==> config.mk <==
export PLATFORM = sky130hd
export DESIGN_NAME = bc_response_validation_retry
export DESIGN_NICKNAME = d
export VERILOG_FILES = /design/src/rtl/bc_response_validation_retry.v
export VERILOG_INCLUDE_DIRS = /design/src /design/src/rtl
export SDC_FILE = /design/constraint.sdc
export NUM_CORES = 1
export LEC_CHECK = 0
export BUFFER_PORTS_ARGS = -buffer_cell sky130_fd_sc_hd__buf_4
export CELL_PAD_IN_SITES_DETAIL_PLACEMENT = 0
export CELL_PAD_IN_SITES_GLOBAL_PLACEMENT = 1
export CORE_UTILIZATION = 28
export CTS_BUF_LIST = sky130_fd_sc_hd__clkbuf_8
export DETAILED_ROUTE_END_ITERATION = 10
export PLACE_DENSITY = 0.84
export SETUP_SLACK_MARGIN = 0.5
export SYNTH_ARGS = -nofsm -noshare
export SYNTH_HDL_FRONTEND = slang
export SYNTH_SLANG_ARGS = --single-unit
==> constraint.sdc <==
create_clock -name clk_i -period 2.55 [get_ports clk_i]
set_input_delay 0.51 -clock clk_i [delete_from_list [all_inputs] [get_ports clk_i]]
set_output_delay 0.51 -clock clk_i [all_outputs]
set_load 0.03 [all_outputs]
==> src/rtl/bc_retry_consts.vh <==
/*
 * Constants for the bus controller response validation and retry block:
 * register offsets, bit positions, field layouts, reset values and event codes.
 * Assumes inclusion by bare name from the design file.
 */
`ifndef BC_RETRY_CONSTS_VH
`define BC_RETRY_CONSTS_VH

// ----------------------------------------------------------------------------
// Register offsets (word index in address bits 7:2)
// ----------------------------------------------------------------------------
`define OFS_CONFIG 6'h00
`define OFS_STAT_MASK 6'h01
`define OFS_RESULT 6'h02
`define OFS_IRQ_STATUS 6'h03
`define OFS_IRQ_MASK 6'h04
`define ADR_HI 7
`define ADR_LO 2

// ----------------------------------------------------------------------------
// Message handling configuration register bits
// ----------------------------------------------------------------------------
`define CFG_GLOBAL_RETRY 12
`define CFG_RETRY_STATUS 8
`define CFG_NO_DATA_VALID 7
`define CFG_RESET 16'h0000
`define CFG_WMASK 16'h1180

// ----------------------------------------------------------------------------
// Status mask register
// ----------------------------------------------------------------------------
`define SMASK_HI 14
`define SMASK_LO 9
`define SMASK_BCR 5
`define SMASK_RESET 16'h0000
`define SMASK_WMASK 16'h7E20

// ----------------------------------------------------------------------------
// Received status word and command word fields
// ----------------------------------------------------------------------------
`define SW_ADDR_HI 15
`define SW_ADDR_LO 11
`define SW_MSG_ERR 10
`define SW_FLAG_HI 10
`define SW_FLAG_LO 5
`define SW_BCR 4
`define CW_ADDR_HI 15
`define CW_ADDR_LO 11
`define CW_COUNT_HI 4
`define CW_COUNT_LO 0
`define COUNT_FULL 6'h20

// ----------------------------------------------------------------------------
// Per-message control word bits
// ----------------------------------------------------------------------------
`define CTL_RETRY_EN 8
`define CTL_ME_MASK 9

// ----------------------------------------------------------------------------
// Result register bits
// ----------------------------------------------------------------------------
`define RES_GOOD_DATA 0
`define RES_GOOD_XFER 1
`define RES_MASKED_STATUS_SET_FLAG 2
`define RES_STATUS_SET_FLAG 3
`define RES_FMT_BS 4
`define RES_FMT_CC 5
`define RES_WC_ERR 6
`define RES_BAD_MESSAGE_CONDITION 7
`define RES_RETRY 8
`define RES_W 9

// ----------------------------------------------------------------------------
// Interrupt events
// ----------------------------------------------------------------------------
`define IRQ_DONE 0
`define IRQ_RETRY 1
`define IRQ_FMT 2
`define IRQ_W 3

`endif

==> src/rtl/bc_response_validation_retry.v <==
/*
 * Bus controller response validation and status-driven retry decision.
 * Checks each completed message's status word and data word count, sets
 * block status and condition code flags, and requests a retry when enabled.
 * Assumes a protocol engine that delivers one message summary per done
 * strobe, synchronous to clk_i, and a classic Wishbone master.
 */
// Our own choices: register access over Wishbone and the register offsets.
// Contract
// - Retry-on-status cleared: status word bits never cause a retry.
// - Retry-on-status set: any set status bit with zero mask bit retries.
// - Retry-on-status set: broadcast-received differs from mask bit 5 retries.
// - Retry-on-status set: status address unequal to command address retries.
// - No-data-valid bit, reset zero, governs message-error transmit validation.
// - No-data-valid clear: message error valid only with commanded count; good flags.
// - Wrong count: format errors, masked-status, word count, bad message, status-set.
// - No-data-valid set: commanded count or zero words valid; no good data if zero.
// - Status retries need global retry enable and message retry enable.
`timescale 1ns/1ps
`default_nettype none
`include "bc_retry_consts.vh"

module bc_response_validation_retry #(
	parameter DATA_W = 32
) (
	input wire clk_i,
	input wire rst_i,
	input wire ce_i,
	input wire cyc_i,
	input wire stb_i,
	input wire we_i,
	input wire [7:0] adr_i,
	input wire [3:0] sel_i,
	input wire [DATA_W-1:0] dat_i,
	output wire [DATA_W-1:0] dat_o,
	output wire ack_o,
	input wire msg_done_i,
	input wire is_transmit_i,
	input wire status_rcvd_i,
	input wire [15:0] status_word_i,
	input wire [15:0] cmd_word_i,
	input wire [15:0] ctrl_word_i,
	input wire [5:0] data_count_i,
	output wire result_valid_o,
	output wire retry_req_o,
	output wire good_data_block_flag_o,
	output wire good_transfer_condition_o,
	output wire masked_status_set_flag_o,
	output wire status_set_flag_o,
	output wire format_error_status_o,
	output wire format_error_condition_o,
	output wire word_count_error_flag_o,
	output wire bad_message_condition_o,
	output wire irq_o
);

	// ------------------------------------------------------------------------
	// Registers
	// ------------------------------------------------------------------------
	reg [15:0] cfg_ff;
	reg [15:0] smask_ff;
	reg [`RES_W-1:0] result_ff;
	reg [`IRQ_W-1:0] irq_stat_ff;
	reg [`IRQ_W-1:0] irq_mask_ff;
	reg [DATA_W-1:0] rdata_ff;
	reg ack_ff;
	reg valid_ff;
	reg retry_ff;
	reg irq_ff;

	reg [15:0] nxt_cfg;
	reg [15:0] nxt_smask;
	reg [`RES_W-1:0] nxt_result;
	reg [`IRQ_W-1:0] nxt_irq_stat;
	reg [`IRQ_W-1:0] nxt_irq_mask;
	reg [DATA_W-1:0] nxt_rdata;

	wire retry_on_unmasked_status;
	wire msg_error_no_data_valid;
	wire global_retry_enable;
	wire msg_error_mask_ctl;
	wire msg_retry_enable;

	assign global_retry_enable = cfg_ff[`CFG_GLOBAL_RETRY];
	assign retry_on_unmasked_status = cfg_ff[`CFG_RETRY_STATUS];
	assign msg_error_no_data_valid = cfg_ff[`CFG_NO_DATA_VALID];
	assign msg_error_mask_ctl = ctrl_word_i[`CTL_ME_MASK];
	assign msg_retry_enable = ctrl_word_i[`CTL_RETRY_EN];

	// ------------------------------------------------------------------------
	// Helpers
	// ------------------------------------------------------------------------
	// Merge a 16-bit write under byte lanes 0 and 1 and a writable mask
	function [15:0] merge16;
		input [15:0] old_val;
		input [15:0] wr_val;
		input [1:0] lanes;
		input [15:0] wmask;
		reg [15:0] lane_mask;
		begin
			lane_mask = {{8{lanes[1]}}, {8{lanes[0]}}};
			merge16 = (old_val & ~(lane_mask & wmask)) | (wr_val & lane_mask & wmask);
		end
	endfunction

	// Commanded word count: a zero count field means 32 words
	function [5:0] cmd_count;
		input [15:0] cw;
		begin
			if (cw[`CW_COUNT_HI:`CW_COUNT_LO] == 5'h00) begin
				cmd_count = `COUNT_FULL;
			end else begin
				cmd_count = {1'b0, cw[`CW_COUNT_HI:`CW_COUNT_LO]};
			end
		end
	endfunction

	// Word index of the bus address names the given register
	function reg_hit;
		input [5:0] idx;
		input [5:0] ofs;
		begin
			reg_hit = idx == ofs;
		end
	endfunction

	// ------------------------------------------------------------------------
	// Status-word retry evaluation
	// ------------------------------------------------------------------------
	wire [5:0] unmasked_bits;
	wire bcr_mismatch;
	wire addr_mismatch;
	wire status_retry_cond;
	wire retry_now;

	// Mask bit 14 pairs with status bit 10, down to mask bit 9 with bit 5
	assign unmasked_bits = status_word_i[`SW_FLAG_HI:`SW_FLAG_LO]
		& ~smask_ff[`SMASK_HI:`SMASK_LO];
	assign bcr_mismatch = status_word_i[`SW_BCR] != smask_ff[`SMASK_BCR];
	assign addr_mismatch = status_word_i[`SW_ADDR_HI:`SW_ADDR_LO]
		!= cmd_word_i[`CW_ADDR_HI:`CW_ADDR_LO];
	assign status_retry_cond = status_rcvd_i & retry_on_unmasked_status
		& ((|unmasked_bits) | bcr_mismatch | addr_mismatch);
	assign retry_now = msg_done_i & global_retry_enable & msg_retry_enable
		& status_retry_cond;

	// ------------------------------------------------------------------------
	// Message result evaluation
	// ------------------------------------------------------------------------
	wire me_bit;
	wire me_transmit;
	wire count_ok;
	wire no_data;
	wire me_valid;
	wire fmt_err;
	wire good_data;
	reg [`RES_W-1:0] msg_result;

	assign me_bit = status_rcvd_i & status_word_i[`SW_MSG_ERR];
	assign me_transmit = me_bit & is_transmit_i;
	assign count_ok = data_count_i == cmd_count(cmd_word_i);
	assign no_data = data_count_i == 6'h00;
	// Zero words accepted only when the no-data-valid option is set
	assign me_valid = count_ok | (msg_error_no_data_valid & no_data);
	assign fmt_err = me_transmit ? ~me_valid : (is_transmit_i & ~count_ok);
	// Good data never shown for a zero-word reply
	assign good_data = count_ok & ~no_data & ~fmt_err;

	always @* begin
		msg_result = {`RES_W{1'b0}};
		msg_result[`RES_GOOD_DATA] = good_data;
		msg_result[`RES_GOOD_XFER] = good_data;
		msg_result[`RES_RETRY] = retry_now;
		if (fmt_err) begin
			msg_result[`RES_FMT_BS] = 1'b1;
			msg_result[`RES_FMT_CC] = 1'b1;
			msg_result[`RES_WC_ERR] = 1'b1;
			msg_result[`RES_BAD_MESSAGE_CONDITION] = 1'b1;
			msg_result[`RES_MASKED_STATUS_SET_FLAG] = 1'b1;
			msg_result[`RES_STATUS_SET_FLAG] = 1'b1;
		end else if (me_bit) begin
			if (msg_error_mask_ctl) begin
				msg_result[`RES_MASKED_STATUS_SET_FLAG] = 1'b1;
			end else begin
				msg_result[`RES_STATUS_SET_FLAG] = 1'b1;
			end
		end
	end

	// ------------------------------------------------------------------------
	// Wishbone slave
	// ------------------------------------------------------------------------
	wire bus_req;
	wire wr_stb;
	wire rd_stb;
	wire [5:0] reg_idx;

	// Answer one cycle after the request; ack falls the next cycle
	assign bus_req = cyc_i & stb_i & ~ack_ff;
	// Writes land at the edge where the master samples ack high
	assign wr_stb = cyc_i & stb_i & we_i & ack_ff;
	assign rd_stb = bus_req & ~we_i;
	assign reg_idx = adr_i[`ADR_HI:`ADR_LO];

	always @* begin
		nxt_rdata = {DATA_W{1'b0}};
		case (reg_idx)
			`OFS_CONFIG: begin
				nxt_rdata[15:0] = cfg_ff;
			end
			`OFS_STAT_MASK: begin
				nxt_rdata[15:0] = smask_ff;
			end
			`OFS_RESULT: begin
				nxt_rdata[`RES_W-1:0] = result_ff;
			end
			`OFS_IRQ_STATUS: begin
				nxt_rdata[`IRQ_W-1:0] = irq_stat_ff;
			end
			`OFS_IRQ_MASK: begin
				nxt_rdata[`IRQ_W-1:0] = irq_mask_ff;
			end
			default: begin
				nxt_rdata = {DATA_W{1'b0}};
			end
		endcase
	end

	// ------------------------------------------------------------------------
	// Register selects
	// ------------------------------------------------------------------------
	wire wr_cfg;
	wire wr_smask;
	wire wr_imask;
	wire rd_istat;

	assign wr_cfg = wr_stb & reg_hit(reg_idx, `OFS_CONFIG);
	assign wr_smask = wr_stb & reg_hit(reg_idx, `OFS_STAT_MASK);
	assign wr_imask = wr_stb & reg_hit(reg_idx, `OFS_IRQ_MASK);
	// Clear taken with the data snapshot, so no event slips in between
	assign rd_istat = rd_stb & reg_hit(reg_idx, `OFS_IRQ_STATUS);

	// ------------------------------------------------------------------------
	// Register next-state logic
	// ------------------------------------------------------------------------
	wire [`IRQ_W-1:0] irq_events;
	wire nxt_irq;

	assign irq_events = {fmt_err & msg_done_i, retry_now, msg_done_i};
	assign nxt_irq = |(nxt_irq_stat & nxt_irq_mask);

	// Configuration register
	always @* begin
		nxt_cfg = cfg_ff;
		if (wr_cfg) begin
			nxt_cfg = merge16(cfg_ff, dat_i[15:0], sel_i[1:0], `CFG_WMASK);
		end
	end

	// Status mask register
	always @* begin
		nxt_smask = smask_ff;
		if (wr_smask) begin
			nxt_smask = merge16(smask_ff, dat_i[15:0], sel_i[1:0], `SMASK_WMASK);
		end
	end

	// Interrupt mask, byte lane 0 only
	always @* begin
		nxt_irq_mask = irq_mask_ff;
		if (wr_imask && sel_i[0]) begin
			nxt_irq_mask = dat_i[`IRQ_W-1:0];
		end
	end

	// Sticky status: new events win over a clearing read
	always @* begin
		nxt_irq_stat = irq_stat_ff;
		if (rd_istat) begin
			nxt_irq_stat = {`IRQ_W{1'b0}};
		end
		nxt_irq_stat = nxt_irq_stat | irq_events;
	end

	// Last message result, held until the next one
	always @* begin
		nxt_result = result_ff;
		if (msg_done_i) begin
			nxt_result = msg_result;
		end
	end

	// ------------------------------------------------------------------------
	// State
	// ------------------------------------------------------------------------
	always @(posedge clk_i) begin
		if (rst_i) begin
			cfg_ff <= `CFG_RESET;
			smask_ff <= `SMASK_RESET;
			result_ff <= {`RES_W{1'b0}};
			irq_stat_ff <= {`IRQ_W{1'b0}};
			irq_mask_ff <= {`IRQ_W{1'b0}};
			valid_ff <= 1'b0;
			retry_ff <= 1'b0;
			irq_ff <= 1'b0;
		end else if (ce_i) begin
			cfg_ff <= nxt_cfg;
			smask_ff <= nxt_smask;
			result_ff <= nxt_result;
			irq_stat_ff <= nxt_irq_stat;
			irq_mask_ff <= nxt_irq_mask;
			valid_ff <= msg_done_i;
			retry_ff <= retry_now;
			irq_ff <= nxt_irq;
		end
	end

	// Bus answer flops
	always @(posedge clk_i) begin
		if (rst_i) begin
			rdata_ff <= {DATA_W{1'b0}};
			ack_ff <= 1'b0;
		end else if (ce_i) begin
			rdata_ff <= nxt_rdata;
			ack_ff <= bus_req;
		end
	end

	// ------------------------------------------------------------------------
	// Outputs
	// ------------------------------------------------------------------------
	assign dat_o = rdata_ff;
	assign ack_o = ack_ff;
	assign result_valid_o = valid_ff;
	assign retry_req_o = retry_ff;
	assign good_data_block_flag_o = result_ff[`RES_GOOD_DATA];
	assign good_transfer_condition_o = result_ff[`RES_GOOD_XFER];
	assign masked_status_set_flag_o = result_ff[`RES_MASKED_STATUS_SET_FLAG];
	assign status_set_flag_o = result_ff[`RES_STATUS_SET_FLAG];
	assign format_error_status_o = result_ff[`RES_FMT_BS];
	assign format_error_condition_o = result_ff[`RES_FMT_CC];
	assign word_count_error_flag_o = result_ff[`RES_WC_ERR];
	assign bad_message_condition_o = result_ff[`RES_BAD_MESSAGE_CONDITION];
	assign irq_o = irq_ff;

endmodule
`default_nettype wire

Word-level counts from Yosys, hierarchy flattened --
Index checks and enable logic that the tools add are counted.
Word-level totals: flip-flop bits (word level) 67, bits of input ports 107, output and inout bits 44, word-level logic and storage cells 79
Cells by class: equal/unequal tests 7, multiplexer cells 12, bitwise logic cells 41, reduce and logical (&&, ||, !) cells 9
Operators with widths (count):
- AND 16 bit | 2
- AND 1 bit | 21
- case mux 6 bit (3 select lines) | 1
- inverter 13 -> 16 bit | 1
- inverter 15 -> 16 bit | 1
- bitwise OR 16 x 13 -> 16 bit | 1
- bitwise OR 16 x 15 -> 16 bit | 1
- AND 15 bit | 1
- case mux 3 bit (5 select lines) | 1
- case mux 7 bit (2 select lines) | 1
- equality test 6 x 2 -> 1 bit (second input constant) | 2
- zero test 6 bit | 2
- AND 6 bit | 1
- equality test 6 x 1 -> 1 bit (second input constant) | 1
- equality test 6 x 3 -> 1 bit (second input constant) | 1
- equality test 6 bit | 1
- 2-to-1 mux 3 bit | 2
- 2-to-1 mux 6 bit | 1
- inverter 1 bit | 6
- inverter 6 bit | 1
- AND reduction 2 bit | 3
- OR reduction 6 bit | 1
- zero test 5 bit | 1
- != test 5 bit | 1
- other kinds (9) | 14

Depth between registers and ports, before layout --
depth after elaboration 10, gate-level depth with buffers 6, mapped depth without buffers 5

Worst setup path before layout --
OpenSTA, ideal clock, no wires.
kind input to register, start point in adr_i[2], end point reg irq_ff, in the netlist irq_o, setup time 134 ps, arrival 2117 ps, data required time 2416 ps, slack 299 ps, stages on the path 6, path buffers 1, cell sequence buf_6 or4b_4 nor4_4 mux2_2 nand3b_1 o221ai_1
On the way: longest elaborated chain between the ends 6, elaborated cells between the ends (all ways) 10, those cells by class eq/ne: 2; mux: 2; bitwise: 4; reduce/logical: 2
RTL lines:
- from (decl) | line bc_response_validation_retry.v:32 | input wire [7:0] adr_i,
- equality test 6 x 2 -> 1 bit / equality test 6 x 3 -> 1 bit (equally long branches) | line bc_response_validation_retry.v:123 | reg_hit = idx == ofs;
- AND 1 bit (on tied branches) | line bc_response_validation_retry.v:241, bc_response_validation_retry.v:239
- 2-to-1 mux 3 bit / logical AND 1 bit (equally long branches) | line bc_response_validation_retry.v:279, bc_response_validation_retry.v:271
- bitwise OR 3 bit / 2-to-1 mux 3 bit (equally long branches) | line bc_response_validation_retry.v:282, bc_response_validation_retry.v:271
- AND 3 bit * | line bc_response_validation_retry.v:250 | assign nxt_irq = |(nxt_irq_stat & nxt_irq_mask);
- OR reduction 3 bit * | line bc_response_validation_retry.v:250
- to (signal assigned) | line bc_response_validation_retry.v:314 | irq_ff <= nxt_irq;
- to (decl) | line bc_response_validation_retry.v:69 | reg irq_ff;
Mark *: on every way between the ends. The rest lies on a longest branch, timed or not. A chain may end at the register's enable or synchronous reset.

Worst setup path after layout --
Same ends and word-level chain as after synthesis.

==> run metrics <==
Hold Buf Count CTS=0; row cnt=31; Arr. time, crit path=2.11 ns; clk_lat worst skew=0.28 ns; TNS Setup=0 ns; Post-synth EDFFs=0; Leakage=1.193 nW; Synth Instances=254; CP required=2.71 ns; Area after DPL=2758 sq um; Comb pwr share=18.0%; vias in the first global route=~1800; Async SR Flop Fraction=0%; clock-pin slew of the registers on the worst-case setup and hold paths=around 0.070 ns; via count=2024; PortBufs=85; leading cell type by number of instances after synthesis=dfxtp_1; synth warn=0; cell taking the most area after synthesis=dfxtp_1; Root Driver=clkbuf_8; final cell count without fillers=433; Die ar.=7908 sq um; Max-Cap Viols=0; Peak VDD IR=0.2166 mV; Final Max Slew Viols=0; most used cell, CP=buf_4; post-CTS sizing=0; Post-Synthesis Mean Instance Area=approximately 8.3 sq um; RSZ-0062 raised after global routing=no; most instantiated cells after synthesis=dfxtp_1 (39), a21oi_1 (27), nor2_1 (26), buf_4 (22), nand2_1 (18); post-synthesis register bit count=39; fin crit share=around three quarters; Int Pwr=about 0.9 mW; status=completed; HP Class=input pin to flop; HPWL reported at the end of detailed placement=4244 um; Core Box Area=7292 sq um; Post-Place Cells=425; Startpoint Class=input pin; CP Cell Sequence=buf_4, or4b_4, nor4_4, buf_4, mux2_4, nand3b_1, o221ai_1; worst path bufs/invs=2; IO Count=151; sequential power share=50.5%; post-synth top area share=36.90%; Pre-Repair DR Iteration Count=4; Final GP Congestion=0.7525; total track usage=14.41%; Max FO, Critical Path=10; fin area=2846 sq um; Worst setup EP type=flop; synthesized area=2116 sq um; post-route DRC violation count=0; clk_skew=0.003762 ns; Distinct cells, synth=46; Die X=~89 um; crit-path max cell delay=0.51 ns; remaining antenna violation count=0; Post-CTS Setup Inserts=0; Setup violations, final=0; Starting Density=between 20% and 30%; antenna cells=0; clock buffer count from CTS=5; min Tclk post-route=between 1.5 and 2 ns; crit path kind=input pin to flop; share of cells above drive strength 1=31.44%; grt total ovfl=0; DRC marker count from the first detailed-route iteration=110; antenna violations before repair=0; Switch Pwr=0.3393 mW; Layout area overhead=34.54%; NumNets Final=440; switching share of total power=27.43%; TritonCTS clock tree=yes; fmax=0.5144 GHz; ys flop type=dfxtp_1; largest cells by area after synthesis=dfxtp_1 (37%), buf_4 (7.8%), a21oi_1 (6.4%); Pwr Density=434.5 nW/um^2; H-tree levels=2; slowest CP cell=or4b_4; final WL=around 5500 um; CTS Sinks=39; vias per cell=roughly 4.7; critical path's top delay family=simple AND/OR/NAND/NOR gates; clock power share=31.5%; register area share after synthesis=36.90%; Hold Vio Cnt, Final=0; first-pass GRT wire length=8611 um; largest net degree at the start of global routing=44; clk buf depth=2; Die Ht=88.93 um; Avg WL per Cell=around 13 um
## worst register-to-register path: stages, from the launching register on
cell and delay, ns:
dfxtp_1 0.40, or4b_2 0.61, o31a_1 0.31, a32oi_1 0.18, o221ai_1 0.14
## final cells by class
cell class	count	area (sq um)
Clock buffer	5	68.82
Fill cell	786	4446
Inverter	7	26.28
Tap cell	99	123.9
Clock inverter	3	12.51
Multi-Input combinational cell	191	1166
Sequential cell	39	780.7
Timing Repair Buffer	89	668.1
## layer usage
layer  track usage (%)  up-vias  wire length (um)
met2             22.59       86              2516
met5                 0        -                 0
met1             18.29      930              2451
li1                  -     1002                 -
met4             5.279        0                41
met3             5.078        6               533
## cells in the final DEF (no fill, tap or decap), types with 2 or more instances in the layout
| cell type | instances |
|---|---|
| nand4_1 | 5 |
| a22oi_1 | 2 |
| mux2i_1 | 13 |
| nand2b_1 | 8 |
| or3_1 | 2 |
| nand3_1 | 11 |
| a21o_1 | 2 |
| and3_1 | 2 |
| buf_4 | 89 |
| nor2b_1 | 12 |
| nor3_1 | 5 |
| dfxtp_1 | 39 |
| nor2_1 | 26 |
| xor2_1 | 11 |
| a21oi_1 | 27 |
| inv_1 | 9 |
| nand2_1 | 18 |
| clkbuf_8 | 5 |
| conb_1 | 17 |
| a31oi_1 | 3 |
| a22o_1 | 2 |
## final timing paths
check / startpoint / end / slack (ns) / cells past startpoint
setup reg to reg: flop / irq_o / 0.79 / 4
hold reg to reg: result_ff[8] / result_ff[8] / 0.46 / 2
hold / removal: dat_i[5] / flop / 0.46 / 3
setup / recovery: adr_i[2] / irq_o / 0.61 / 7
## cell families (layout without fill, tap and decap cells)
logic type             Yosys count  after routing  synth area share, %
AND/OR/NAND/NOR                101            101                25.67
other                            1             17               0.1772
AO/OA/AOI/OAI                   47             47                14.13
flip-flops                      39             39                36.90
XOR/XNOR                        11             11                4.553
multiplexers                    15             15                7.214
buffers and inverters           40            104                11.35
## through the flow
| stage | hold slack, ns | util [%] | setup slack [ns] | power [mW] |
|---|---|---|---|---|
| final | 0.4554 | 39.04 | 0.6058 | 1.237 |
| after global routing | 0.4496 | 39.04 | 0.5033 | 1.301 |
| after CTS | 0.4474 | 38.93 | 0.6028 | 1.253 |
| after detailed placement | 0.4516 | 37.82 | 0.2956 | 0.8616 |
| after global placement | 0.4500 | 37.82 | 0.3012 | 0.8592 |
| after floorplan | 0.4360 | - | 0.3518 | 0.7790 |
## power by group through the flow
stage / clock network, mW / registers [mW] / logic (mW)
2_1_floorplan: 0 / 0.650 / 0.129
3_3_place_gp: 0 / 0.638 / 0.221
3_5_place_dp: 0 / 0.639 / 0.223
4_1_cts: 0.405 / 0.625 / 0.223
5_1_grt: 0.432 / 0.626 / 0.243
6_report: 0.389 / 0.625 / 0.223
Power figures use the tool's default switching activity.
